$ cat config.mk
export PLATFORM = sky130hd
export DESIGN_NAME = lsw_scan_watch
export DESIGN_NICKNAME = d
export VERILOG_FILES = /design/src/logic/lsw_watch_div.v /design/src/logic/lsw_disp_ram.v /design/src/logic/lsw_scan_watch.v
export VERILOG_INCLUDE_DIRS = /design/src /design/src/shared
export SDC_FILE = /design/constraint.sdc
export NUM_CORES = 2
export LEC_CHECK = 0
export BUFFER_PORTS_ARGS = -buffer_cell sky130_fd_sc_hd__buf_2
export CAP_MARGIN = 20
export CELL_PAD_IN_SITES_DETAIL_PLACEMENT = 1
export CELL_PAD_IN_SITES_GLOBAL_PLACEMENT = 2
export CORE_AREA = 4 4 475 336
export CTS_CLUSTER_SIZE = 10
export DETAILED_ROUTE_END_ITERATION = 16
export DIE_AREA = 0 0 479 340
export GPL_ROUTABILITY_DRIVEN = 0
export GPL_TIMING_DRIVEN = 0
export PLACE_DENSITY_LB_ADDON = 0.1
export REMOVE_ABC_BUFFERS = 1
export SYNTH_ARGS = -nofsm -noshare
export SYNTH_HDL_FRONTEND = slang
export SYNTH_SLANG_ARGS = --single-unit
$ cat constraint.sdc
create_clock -name clk -period 7.7 [get_ports clk]
set_input_delay 2.31 -clock clk [delete_from_list [all_inputs] [get_ports clk]]
set_output_delay 2.31 -clock clk [all_outputs]
set_load 0.02 [all_outputs]
$ cat src/shared/lsw_defines.vh
// Summary of operation
// - control bit 7 gates the buzzer tone onto the tone output pin.
// - tone select bits 5:4 pick 2, 4, 8 or 16 kHz.
// - control bit 3 reads back the live subsystem oscillator pin level.
// - bit 2 runs the watch timer; clearing it stops and clears the divider.
// - bit 1 picks a 0.5 s or 3.91 ms interval flag period.
// - bit 0 picks main clock / 128 or the subsystem clock as watch clock.
// - lcd mode register sets frame rate, duty and segment/port pin split.
// - lcd control register sets display on, bias current, clock/sync output.
// - display RAM reaches segment outputs with no CPU involvement.
// - subsystem-clocked scan keeps running with main oscillator stopped.
// - display RAM is bank 2, written by bit, nibble or byte.
// - a 1 bit lights its dot, a 0 bit blanks it.
// - hardware fetches display RAM rows paced by the lcd scan clock.
// - display RAM unused by the panel is write-only storage; cpu reads of bank 2 return 00.
// - row n lives at 200H + n*10H, nibbles 0 to 0DH, bit 0 lowest.
// - duty 1/16, 1/12, 1/8 scans rows 0-15, 0-11, 0-7.
// - in 1/8 duty rows 8 to 15 are released as port pins.
// - in 1/12 duty rows 12 to 15 are released as port pins.
// - 56 column outputs and 16 row outputs, up to 896 dots.
// - reset clears the control register except the live level bit.
`ifndef LSW_DEFINES_VH
`define LSW_DEFINES_VH

// register nibble addresses
`define LSW_ADDR_WT_LO    12'h0F88
`define LSW_ADDR_WT_HI    12'h0F89
`define LSW_ADDR_LCD_MODE_REGISTER_LO  12'h0F8C
`define LSW_ADDR_LCD_MODE_REGISTER_HI  12'h0F8D
`define LSW_ADDR_LCD_CONTROL_REGISTER     12'h0F8E
`define LSW_RAM_BANK      4'h2

// cpu access width codes
`define LSW_WR_BIT        2'h0
`define LSW_WR_NIBBLE     2'h1
`define LSW_WR_BYTE       2'h2

// watch timer control fields (low nibble / high nibble)
`define LSW_WT_SUBSEL     0
`define LSW_WT_FAST       1
`define LSW_WT_RUN        2
`define LSW_WT_TONE_EN    3
`define LSW_WT_RESET      4'h0

// watch clock rates and intervals
`define LSW_MAIN_PRESCALE 7'h7F
`define LSW_FW_HZ         64'd32768
`define LSW_IVL_NORM_US   64'd500000
`define LSW_IVL_FAST_US   64'd3910
`define LSW_US_PER_S      64'd1000000
`define LSW_BUZ_BASE_BIT  4'h3

// lcd mode / control fields
`define LSW_LM_DUTY16     2
`define LSW_LC_DUTY12     3
`define LSW_LC_CLKOUT     2
`define LSW_DISP_ALL_ON   2'h1
`define LSW_DISP_NORMAL   2'h3
`define LSW_DISP_OFF      2'h0
`define LSW_LCK_BASE8     4'h7
`define LSW_LCK_BASE      4'h6

// panel geometry
`define LSW_NIBS_PER_ROW  4'hE
`define LSW_ROWS_8        4'h7
`define LSW_ROWS_12       4'hB
`define LSW_ROWS_16       4'hF
`define LSW_SEG_GROUPS    3'h4

`endif

$ cat src/logic/lsw_watch_div.v
`timescale 1ns/10ps
`include "lsw_defines.vh"

module lsw_watch_div (
  // clock and reset
  input  wire        clk,
  input  wire        sys_rst,
  // control
  input  wire        runEn,
  input  wire        subSel,
  input  wire        fastMode,
  input  wire [1:0]  toneSel,
  // source ticks
  input  wire        mainOscTick,
  input  wire        subTick,
  // results
  output wire        fwTick,
  output reg  [14:0] divCnt_r,
  output wire        intervalPulse,
  output reg         toneLevel_r
);

  // rounded tick counts worked out wide, then cut to the divider width
  localparam [63:0] NORM_WIDE  = (`LSW_FW_HZ * `LSW_IVL_NORM_US
                                  + `LSW_US_PER_S / 2) / `LSW_US_PER_S;
  localparam [63:0] FAST_WIDE  = (`LSW_FW_HZ * `LSW_IVL_FAST_US
                                  + `LSW_US_PER_S / 2) / `LSW_US_PER_S;
  localparam [14:0] NORM_TICKS = NORM_WIDE[14:0];
  localparam [14:0] FAST_TICKS = FAST_WIDE[14:0];

  reg  [6:0]  pre_r;
  wire [14:0] ivlMask;
  wire [3:0]  toneBit;

  // main source divides by 128, sub source passes straight through
  assign fwTick = runEn & (subSel ? subTick
                  : (mainOscTick & (pre_r == `LSW_MAIN_PRESCALE)));
  assign ivlMask = (fastMode ? FAST_TICKS : NORM_TICKS) - 15'h0001;
  assign intervalPulse = fwTick & ((divCnt_r & ivlMask) == ivlMask);
  assign toneBit = `LSW_BUZ_BASE_BIT - {2'h0, toneSel};

  always @(posedge clk or posedge sys_rst) begin
    if (sys_rst) begin
      pre_r       <= 7'h00;
      divCnt_r    <= 15'h0000;
      toneLevel_r <= 1'b0;
    end else if (!runEn) begin
      // stopped timer holds every divider stage cleared
      pre_r       <= 7'h00;
      divCnt_r    <= 15'h0000;
      toneLevel_r <= 1'b0;
    end else begin
      if (mainOscTick)
        pre_r <= pre_r + 7'h01;
      if (fwTick)
        divCnt_r <= divCnt_r + 15'h0001;
      toneLevel_r <= divCnt_r[toneBit];
    end
  end

endmodule // lsw_watch_div

$ cat src/logic/lsw_disp_ram.v
`timescale 1ns/10ps

module lsw_disp_ram (
  // clock and reset
  input  wire       clk,
  input  wire       sys_rst,
  // cpu write
  input  wire       wrLo,
  input  wire       wrHi,
  input  wire [7:0] wrAddr,
  input  wire [3:0] maskLo,
  input  wire [3:0] dataLo,
  input  wire [3:0] dataHi,
  // cpu read, byte wide: addressed nibble low, odd nibble of its pair high
  input  wire [7:0] rdAddr,
  output reg  [7:0] rdData_r,
  // scan read
  input  wire [7:0] scanAddr,
  output reg  [3:0] scanData_r
);

  // whole bank is plain storage; panel only reads what it scans
  reg [3:0] mem [0:255];
  wire [7:0] hiAddr;

  assign hiAddr = {wrAddr[7:1], 1'b1};

  always @(posedge clk) begin
    if (wrLo)
      mem[wrAddr] <= (mem[wrAddr] & ~maskLo) | (dataLo & maskLo);
    if (wrHi)
      mem[hiAddr] <= dataHi;
  end

  always @(posedge clk or posedge sys_rst) begin
    if (sys_rst) begin
      rdData_r   <= 8'h00;
      scanData_r <= 4'h0;
    end else begin
      rdData_r   <= {mem[{rdAddr[7:1], 1'b1}], mem[rdAddr]};
      scanData_r <= mem[scanAddr];
    end
  end

endmodule // lsw_disp_ram

$ cat src/logic/lsw_scan_watch.v
`timescale 1ns/10ps
`include "lsw_defines.vh"

module lsw_scan_watch (
  // clock and reset
  input  wire        clk,
  input  wire        sys_rst,
  // cpu data memory port
  input  wire [11:0] memAddr,
  input  wire        memWrEn,
  input  wire [1:0]  memWrMode,
  input  wire [1:0]  memBitSel,
  input  wire [7:0]  memWrData,
  output reg  [7:0]  memRdData_r,
  // oscillator sources
  input  wire        mainOscTick,
  input  wire        subOscInputPin,
  // interval flag
  output reg         watchIntervalFlag_r,
  input  wire        intervalFlagClr,
  // buzzer
  output reg         toneOutputPin_r,
  // panel
  output reg  [55:0] columnDrive_r,
  output reg  [15:0] rowDrive_r,
  output reg  [3:0]  columnPortRelease_r,
  output reg  [15:0] rowPortRelease_r,
  output reg         biasCurrentOn_r,
  output reg  [1:0]  contrastMode_r,
  output reg         lcdFrameClock_r,
  output reg         lcdSyncOut_r
);

  localparam [1:0] ST_IDLE  = 2'h0;
  localparam [1:0] ST_FETCH = 2'h1;
  localparam [1:0] ST_SHOW  = 2'h2;

  // registers
  reg  [3:0]  wtLo_r;
  reg  [3:0]  wtHi_r;
  reg  [3:0]  lmLo_r;
  reg  [3:0]  lmHi_r;
  reg  [3:0]  lcd_control_register_r;
  reg         runDly_r;
  // pin synchroniser
  reg         xtSync1_r;
  reg         xtSync2_r;
  reg         xtPrev_r;
  // scan engine
  reg  [1:0]  state_r;
  reg  [1:0]  state_nxt;
  reg  [3:0]  row_r;
  reg  [3:0]  fetchIdx_r;
  reg  [55:0] rowBuf_r;
  reg         lastReadWasRam_r;
  reg  [3:0]  regRdLo_r;
  reg  [3:0]  regRdHi_r;

  wire        subTick;
  wire        fwTick;
  wire [14:0] divCnt;
  wire        intervalPulse;
  wire        toneLevel;
  wire        wtRun;
  wire        isByte;
  wire [3:0]  maskLo;
  wire [3:0]  dataLo;
  wire [3:0]  dataHi;
  wire        ramSel;
  wire        ramWrLo;
  wire        ramWrHi;
  wire [3:0]  lastRow;
  wire [3:0]  lckExp;
  wire        lcdTick;
  wire        dispOn;
  wire [1:0]  dispMode;
  wire [3:0]  nextRow;
  wire [3:0]  scanNib;
  wire [2:0]  segPorts;

  // bit mask for the addressed nibble
  function [3:0] bitMask;
    input [1:0] mode;
    input [1:0] sel;
    begin
      if (mode == `LSW_WR_BIT)
        bitMask = 4'h1 << sel;
      else
        bitMask = 4'hF;
    end
  endfunction

  // next value of a register nibble at address a
  function [3:0] updNib;
    input [3:0]  old;
    input [11:0] a;
    begin
      if (memWrEn && memAddr == a)
        updNib = (old & ~maskLo) | (dataLo & maskLo);
      else if (memWrEn && isByte && {memAddr[11:1], 1'b1} == a)
        updNib = dataHi;
      else
        updNib = old;
    end
  endfunction

  // one-hot row select
  function [15:0] rowOneHot;
    input [3:0] r;
    begin
      rowOneHot = 16'h0001 << r;
    end
  endfunction

  assign isByte = (memWrMode == `LSW_WR_BYTE);
  assign maskLo = isByte ? 4'hF : bitMask(memWrMode, memBitSel);
  assign dataLo = (memWrMode == `LSW_WR_BIT) ? {4{memWrData[0]}}
                                             : memWrData[3:0];
  assign dataHi = memWrData[7:4];

  // subsystem pin: two flops, then edge detect on the second only
  assign subTick = xtSync2_r & ~xtPrev_r;

  always @(posedge clk or posedge sys_rst) begin
    if (sys_rst) begin
      xtSync1_r <= 1'b0;
      xtSync2_r <= 1'b0;
      xtPrev_r  <= 1'b0;
    end else begin
      xtSync1_r <= subOscInputPin;
      xtSync2_r <= xtSync1_r;
      xtPrev_r  <= xtSync2_r;
    end
  end

  // register writes; watch timer bit 3 and bit 6 hold no storage
  always @(posedge clk or posedge sys_rst) begin
    if (sys_rst) begin
      wtLo_r   <= `LSW_WT_RESET;
      wtHi_r   <= `LSW_WT_RESET;
      lmLo_r   <= 4'h0;
      lmHi_r   <= 4'h0;
      lcd_control_register_r   <= 4'h0;
      runDly_r <= 1'b0;
    end else begin
      wtLo_r   <= updNib(wtLo_r, `LSW_ADDR_WT_LO) & 4'h7;
      wtHi_r   <= updNib(wtHi_r, `LSW_ADDR_WT_HI) & 4'hB;
      lmLo_r   <= updNib(lmLo_r, `LSW_ADDR_LCD_MODE_REGISTER_LO);
      lmHi_r   <= updNib(lmHi_r, `LSW_ADDR_LCD_MODE_REGISTER_HI);
      lcd_control_register_r   <= updNib(lcd_control_register_r, `LSW_ADDR_LCD_CONTROL_REGISTER);
      runDly_r <= wtRun;
    end
  end

  assign wtRun = wtLo_r[`LSW_WT_RUN];

  lsw_watch_div u_div (
    .clk          (clk),
    .sys_rst      (sys_rst),
    .runEn        (wtRun),
    .subSel       (wtLo_r[`LSW_WT_SUBSEL]),
    .fastMode     (wtLo_r[`LSW_WT_FAST]),
    .toneSel      (wtHi_r[1:0]),
    .mainOscTick  (mainOscTick),
    .subTick      (subTick),
    .fwTick       (fwTick),
    .divCnt_r     (divCnt),
    .intervalPulse(intervalPulse),
    .toneLevel_r  (toneLevel)
  );

  // flag rises on start and every interval; set beats a same-cycle clear
  always @(posedge clk or posedge sys_rst) begin
    if (sys_rst)
      watchIntervalFlag_r <= 1'b0;
    else if (intervalPulse || (wtRun && !runDly_r))
      watchIntervalFlag_r <= 1'b1;
    else if (intervalFlagClr)
      watchIntervalFlag_r <= 1'b0;
  end

  // port latch and direction live outside this block
  always @(posedge clk or posedge sys_rst) begin
    if (sys_rst)
      toneOutputPin_r <= 1'b0;
    else
      toneOutputPin_r <= wtHi_r[`LSW_WT_TONE_EN] & toneLevel;
  end

  // bank 2 display ram, shared with general storage
  assign ramSel  = (memAddr[11:8] == `LSW_RAM_BANK);
  assign ramWrLo = memWrEn & ramSel;
  assign ramWrHi = memWrEn & ramSel & isByte & ~memAddr[0];

  lsw_disp_ram u_ram (
    .clk       (clk),
    .sys_rst   (sys_rst),
    .wrLo      (ramWrLo),
    .wrHi      (ramWrHi),
    .wrAddr    (memAddr[7:0]),
    .maskLo    (maskLo),
    .dataLo    (dataLo),
    .dataHi    (dataHi),
    .rdAddr    (memAddr[7:0]),
    .rdData_r  (),
    .scanAddr  ({row_r, fetchIdx_r}),
    .scanData_r(scanNib)
  );

  // register readback, one cycle after the address
  always @(posedge clk or posedge sys_rst) begin
    if (sys_rst) begin
      regRdLo_r        <= 4'h0;
      regRdHi_r        <= 4'h0;
      lastReadWasRam_r <= 1'b0;
    end else begin
      lastReadWasRam_r <= ramSel;
      regRdLo_r        <= 4'h0;
      regRdHi_r        <= 4'h0;
      case ({memAddr[11:1], 1'b0})
        `LSW_ADDR_WT_LO: begin
          regRdLo_r <= {xtSync2_r, wtLo_r[2:0]};
          regRdHi_r <= wtHi_r;
        end
        `LSW_ADDR_LCD_MODE_REGISTER_LO: begin
          regRdLo_r <= lmLo_r;
          regRdHi_r <= lmHi_r;
        end
        `LSW_ADDR_LCD_CONTROL_REGISTER: begin
          regRdLo_r <= lcd_control_register_r;
        end
        default: begin
          regRdLo_r <= 4'h0;
        end
      endcase
    end
  end

  // odd nibble reads come back in the high half; bank 2 reads return 00
  always @* begin
    memRdData_r = {regRdHi_r, regRdLo_r};
    if (lastReadWasRam_r)
      memRdData_r = 8'h00;
  end

  // duty and scan clock; scan stops with the watch timer
  assign lastRow = lcd_control_register_r[`LSW_LC_DUTY12] ? `LSW_ROWS_12
                 : (lmLo_r[`LSW_LM_DUTY16] ? `LSW_ROWS_16
                                           : `LSW_ROWS_8);
  assign lckExp = ((lastRow == `LSW_ROWS_8) ? `LSW_LCK_BASE8
                                            : `LSW_LCK_BASE)
                  - {2'h0, lmHi_r[0], lmLo_r[3]};
  // fw and the divider keep going from the sub clock alone
  assign lcdTick = fwTick & ((divCnt & ((15'h0001 << lckExp) - 15'h0001))
                   == ((15'h0001 << lckExp) - 15'h0001));
  assign nextRow  = (row_r >= lastRow) ? 4'h0 : row_r + 4'h1;
  assign dispOn   = (lcd_control_register_r[1:0] != 2'h0);
  assign dispMode = lmLo_r[1:0];
  assign segPorts = (lmHi_r[3:1] > `LSW_SEG_GROUPS) ? `LSW_SEG_GROUPS
                                                    : lmHi_r[3:1];

  always @* begin
    state_nxt = state_r;
    case (state_r)
      ST_IDLE:  if (lcdTick) state_nxt = ST_FETCH;
      ST_FETCH: if (fetchIdx_r == `LSW_NIBS_PER_ROW) state_nxt = ST_SHOW;
      ST_SHOW:  state_nxt = ST_IDLE;
      default:  state_nxt = ST_IDLE;
    endcase
  end

  // fetch one row of nibbles, then present it with its row select
  always @(posedge clk or posedge sys_rst) begin
    if (sys_rst) begin
      state_r         <= ST_IDLE;
      row_r           <= 4'h0;
      fetchIdx_r      <= 4'h0;
      rowBuf_r        <= 56'h0000_0000_0000_00;
      columnDrive_r   <= 56'h0000_0000_0000_00;
      rowDrive_r      <= 16'h0000;
      lcdFrameClock_r <= 1'b0;
      lcdSyncOut_r    <= 1'b0;
    end else begin
      state_r <= state_nxt;
      if (!wtRun) begin
        row_r        <= 4'h0;
        rowDrive_r   <= 16'h0000;
        lcdSyncOut_r <= 1'b0;
      end
      if (lcdTick)
        lcdFrameClock_r <= ~lcdFrameClock_r & lcd_control_register_r[`LSW_LC_CLKOUT];
      else if (!lcd_control_register_r[`LSW_LC_CLKOUT])
        lcdFrameClock_r <= 1'b0;
      case (state_r)
        ST_IDLE: begin
          fetchIdx_r <= 4'h0;
          if (lcdTick)
            row_r <= nextRow;
        end
        ST_FETCH: begin
          fetchIdx_r <= fetchIdx_r + 4'h1;
          if (fetchIdx_r != 4'h0)
            rowBuf_r <= {scanNib, rowBuf_r[55:4]};
        end
        ST_SHOW: begin
          rowDrive_r   <= dispOn & wtRun ? rowOneHot(row_r) : 16'h0000;
          lcdSyncOut_r <= lcd_control_register_r[`LSW_LC_CLKOUT] & dispOn & wtRun
                          & (row_r == 4'h0);
          if (dispOn && dispMode == `LSW_DISP_ALL_ON)
            columnDrive_r <= {56{1'b1}};
          else if (dispOn && dispMode == `LSW_DISP_NORMAL)
            columnDrive_r <= rowBuf_r;
          else
            columnDrive_r <= 56'h0000_0000_0000_00;
        end
        default: fetchIdx_r <= 4'h0;
      endcase
    end
  end

  // released pins and bias control
  always @(posedge clk or posedge sys_rst) begin
    if (sys_rst) begin
      columnPortRelease_r <= 4'h0;
      rowPortRelease_r    <= 16'h0000;
      biasCurrentOn_r     <= 1'b0;
      contrastMode_r      <= 2'h0;
    end else begin
      columnPortRelease_r <= ~(4'hF >> segPorts);
      if (lastRow == `LSW_ROWS_8)
        rowPortRelease_r <= 16'hFF00;
      else if (lastRow == `LSW_ROWS_12)
        rowPortRelease_r <= 16'hF000;
      else
        rowPortRelease_r <= 16'h0000;
      biasCurrentOn_r <= dispOn;
      contrastMode_r  <= lcd_control_register_r[1:0];
    end
  end

endmodule // lsw_scan_watch

==> parameters.txt <==
Parameter                              Value

Placement
  Total of buffers placed on input and output ports ... ~130
  Number of instances in the placed design ... about 6600
  Placed cell areas ... 0.0685 mm²
  HPWL reported at the end of detailed placement ... 169000 µm

Synthesis
  Fraction of registers with async set or reset after synthesis ... 16.9%
  Area leader, netlist ... sky130_fd_sc_hd__edfxtp_1
  Post-synthesis instance total ... between 4000 and 5000
  Most area-consuming cells after synthesis ... sky130_fd_sc_hd__edfxtp_1, sky130_fd_sc_hd__mux4_2, sky130_fd_sc_hd__dfrtp_1
  Count of state elements after synthesis ... 1232
  Post-synth EDFFs ... 1024
  Mapped Area ... 0.0649 mm²
  Area share of the largest cell type after synthesis ... 47.4%
  Number of different library cells in the post-synthesis netlist ... 75
  Dominant synthesized flop cell ... sky130_fd_sc_hd__edfxtp_1
  Per-instance average area after synthesis ... 13.8 µm²
  Warnings, synthesis ... 0
  Sequential element share of the synthesized area ... 55.4%

Power and ir drop
  Switching power ... 3.73 mW
  Clock network power share ... roughly two fifths
  Switching part of the total ... roughly a quarter
  PD cells ... 205 mW/mm²
  Combinational share of power ... 8.8%
  Tot Pwr ... roughly 15 mW
  Worst ir drop on vdd ... 0.268 mV
  Relative contribution of sequential cells to total power ... 49.2%
  Internal Dissipation ... between 10 and 15 mW
  Leak pwr ... 24.9 nW

Global route
  Antenna violations before repair ... 12
  Total Routing Usage GR ... 31.2%
  Global-route wire length before repair ... between 300000 and 400000 µm
  Overflow left after global routing ... 0
  Pin count of the biggest net entering global routing ... approximately 120
  Vias in the first global route ... 45800

Status
  Outcome ... complete, no violations

Setup path
  Startpoint Class ... input pin
  Slowest stage cell on the critical path ... sky130_fd_sc_hd__or4_1
  Setup Crit Path Kind ... in2reg
  Top cell by count, worst path ... sky130_fd_sc_hd__buf_16
  Worst path cell trace ... buf_12 > buf_16 > buf_16 > buf_16 > mux4_2 > mux2i_1 > nand2_1 > o21ai_0 > a21oi_1 > or4_1 > nand3_4 > buf_12 > buf_12 > nand2_4 > buf_16
  Buffers & Inverters on Critical Path ... 7
  CP Capture Type ... flip-flop
  Max FO, Critical Path ... between 70 and 80
  Delay of the slowest cell on the worst path ... 0.75 ns
  Critical path's top delay family ... buffers and inverters
  Crit path required time ... 8.19 ns
  Arrival @ worst endpoint ... 8.05 ns

Floorplan
  Ports ... 137
  Placeable core region ... 0.155 mm²
  Starting Density ... 41.9%
  Count of standard-cell rows ... 121
  Die Area ... 0.163 mm²
  Vertical extent of the die ... 340 µm
  DIE WIDTH ... between 400 and 500 µm

Worst hold path
  Tightest Hold Check Type ... reg2reg

STA
  Shortest period the worst path allows ... about 7.6 ns
  Largest clock skew in the final design ... around 0.029 ns
  Slew of the pin with the lowest slew margin ... approximately 1.2 ns
  Final hold viol count ... 0
  Headroom to the max-slew limit ... between 10% and 20%
  Share of the cycle needed by the critical path after routing ... 98.1%
  Final setup violation count ... 0
  Highest attainable clock frequency ... approximately 130 MHz
  Unrepaired setup endpoints after global routing ... no
  Pins Over Slew Limit ... 0

CTS
  Buffer depth of the longest clock path ... 3
  CTS tree ... yes
  Clock latency on the worst-skew pair ... 0.81 ns
  H-Tree Depth ... 4
  Clk sink count ... 1232
  Clock root buffer master ... sky130_fd_sc_hd__clkbuf_16
  Total CTS buffers ... 144
  Clock slew seen by the registers of the worst setup and hold paths ... 0.06 ns
  Count of hold-fix buffers inserted at cts ... 0
  Total setup buffers inserted after CTS ... 0

Drt
  Count of unresolved DRC violations after routing ... 0
  Drt first pass iters ... 6
  Number of vias in the routed layout ... around 46000
  Detailed router's first-iteration violation count ... 6676
  Mean routed wirelength per cell ... 37.6 µm
  Vias per std cell ... 6.78
  Antenna Violating Nets Remaining ... 0
  Final Routed Wirelength ... 257000 µm

Layout
  Area growth syn-to-layout ... 11.9%
  Final net count ... 4718
  Share of post-route cells with drive strength above 1 ... 24.2%
  Most common library cell in the layout ignoring fill and taps ... sky130_fd_sc_hd__edfxtp_1
  Fill cell count ... around 15000
  Leading cell types in the layout, fill and taps excluded ... sky130_fd_sc_hd__edfxtp_1, sky130_fd_sc_hd__nor2_1, sky130_fd_sc_hd__mux4_2
  Post-route non-filler standard cell count ... around 6800
  Area of all placed cells without fillers ... 0.0726 mm²

Run
  Max Cap Viol ... 0
-- timing repair --
item / 4_1_cts / 5_1_grt
setup endpoints to repair: 194 / 107
cloned: 2 / 1
resized for setup: 2 / 0
pin swaps: 1 / 0
-- registers in the layout (all words and copies together), names as in the netlist, 2 cells and up, named ones only --
register and flops:
u_ram.mem 1024, columnDrive_r 56, rowBuf_r 56, rowDrive_r 16
u_div.divCnt_r 14, u_div.pre_r 7, columnPortRelease_r 4, fetchIdx_r 4
regRdHi_r 4, regRdLo_r 4, row_r 4, u_ram.scanData_r 4
contrastMode_r 2, rowPortRelease_r 2, state_r 2
-- power by group through the flow --
| stage | Clock, mW | Sequential (mW) | Combinational [mW] |
|---|---|---|---|
| floorplan | 0 | 7.49 | 0.576 |
| global placement | 0 | 7.51 | 1.33 |
| detailed placement | 0 | 7.47 | 1.28 |
| CTS | 6.33 | 7.34 | 1.29 |
| global route | 6.61 | 7.33 | 1.36 |
| finish | 6.26 | 7.34 | 1.31 |
-- cells by family after synthesis --
logic type               count (synthesis)  synth area share (%)
adder cells (fa/ha/maj)                 16                 0.309
XOR/XNOR                                16                 0.216
flip-flops                            1232                  55.4
AO/OA/AOI/OAI                          783                  7.88
AND/OR/NAND/NOR                       1289                  8.52
buffers and inverters                  461                  4.03
other                                    1               0.00578
multiplexers                           915                  23.6
-- cell usage after synthesis, types with 4 or more instances --
cell type,count
sky130_fd_sc_hd__o21ai_1,6
sky130_fd_sc_hd__buf_4,50
sky130_fd_sc_hd__xnor2_1,13
sky130_fd_sc_hd__o21ai_0,102
sky130_fd_sc_hd__a222oi_1,4
sky130_fd_sc_hd__a211oi_1,20
sky130_fd_sc_hd__buf_6,74
sky130_fd_sc_hd__a2111oi_0,4
sky130_fd_sc_hd__o211ai_1,8
sky130_fd_sc_hd__o22ai_1,27
sky130_fd_sc_hd__or3_1,11
sky130_fd_sc_hd__nand2_1,297
sky130_fd_sc_hd__a211o_1,5
sky130_fd_sc_hd__ha_1,16
sky130_fd_sc_hd__nor3_1,21
sky130_fd_sc_hd__clkbuf_1,224
sky130_fd_sc_hd__a22o_1,36
sky130_fd_sc_hd__edfxtp_1,1024
sky130_fd_sc_hd__nor2_1,709
sky130_fd_sc_hd__inv_1,16
sky130_fd_sc_hd__nor2b_1,90
sky130_fd_sc_hd__nand2b_1,18
sky130_fd_sc_hd__a311oi_1,5
sky130_fd_sc_hd__mux2i_1,242
sky130_fd_sc_hd__mux4_2,470
sky130_fd_sc_hd__mux2_2,202
sky130_fd_sc_hd__a31oi_1,392
sky130_fd_sc_hd__nand4_1,8
sky130_fd_sc_hd__and2_1,37
sky130_fd_sc_hd__a21oi_1,49
sky130_fd_sc_hd__o221ai_1,10
sky130_fd_sc_hd__a22oi_1,69
sky130_fd_sc_hd__a21o_1,6
sky130_fd_sc_hd__and3_1,18
sky130_fd_sc_hd__nand3_1,44
sky130_fd_sc_hd__buf_1,19
sky130_fd_sc_hd__buf_2,71
sky130_fd_sc_hd__a21boi_0,4
sky130_fd_sc_hd__or2_2,6
sky130_fd_sc_hd__a221oi_1,15
sky130_fd_sc_hd__dfrtp_1,208
sky130_fd_sc_hd__nor4_1,7
-- worst paths after layout --
path / startpoint / endpoint / slack, ns / depth (start not counted)
max: memAddr[1] / u_ram.mem[160][0]$_DFFE_PP_ / 0.14 / 15
min: xtSync1_r$_DFF_PP0_ / xtSync2_r$_DFF_PP0_ / 0.35 / 0
max reg2reg: u_ram.mem[146][1]$_DFFE_PP_ / u_ram.mem[174][1]$_DFFE_PP_ / 2.63 / 10
min in group asynchronous: sys_rst / columnDrive_r[36]$_DFFE_PP0P_ / 1.62 / 2
min reg2reg: xtSync1_r$_DFF_PP0_ / xtSync2_r$_DFF_PP0_ / 0.35 / 0
max in group asynchronous: sys_rst / fetchIdx_r[2]$_DFFE_PP0N_ / 5.01 / 3
-- metal layers --
metal	share of wire, %	vias to the layer above	track usage (%)
li1	-	18400	-
met1	44	24700	47.6
met2	43	2792	44.6
met3	11	397	6.78
met4	3.0	2	9.23
met5	0.0051	-	0
-- final cells by class --
| type | count | area, µm² | share of cell area, % |
|---|---|---|---|
| Antenna cell | 4 | 10.0 | 0.0138 |
| Clock buffer | 184 | 3780 | 5.21 |
| Clock inverter | 21 | 179 | 0.247 |
| Inverter | 19 | 80.1 | 0.110 |
| Multi-Input combinational cell | 3028 | 26600 | 36.6 |
| Sequential cell | 1232 | 36000 | 49.6 |
| Tap cell | 2091 | 2620 | 3.60 |
| Timing Repair Buffer | 247 | 3390 | 4.67 |
-- metrics by stage --
stage | setup WS, ns | hold WS (ns) | util [%] | TNS, ns
floorplan | -6.01 | 0.331 | - | -1816.68
global placement | -24.17 | 0.339 | 42.4 | -
detailed placement | -1.37 | 0.340 | 44.2 | -471.64
CTS | 0.133 | 0.354 | 46.8 | 0
global route | 0.0920 | 0.367 | 46.9 | 0
finish | 0.144 | 0.352 | 46.9 | 0
-- worst reg2reg max path, delay by kind of cell (launching register included) --
family	cells	cell delay (ns)
simple gates	3	1.19
compound gates	2	1.15
mux	2	1.05
buf+inv	3	0.87
flops	1	0.38
Power figures use the tool's default switching activity.
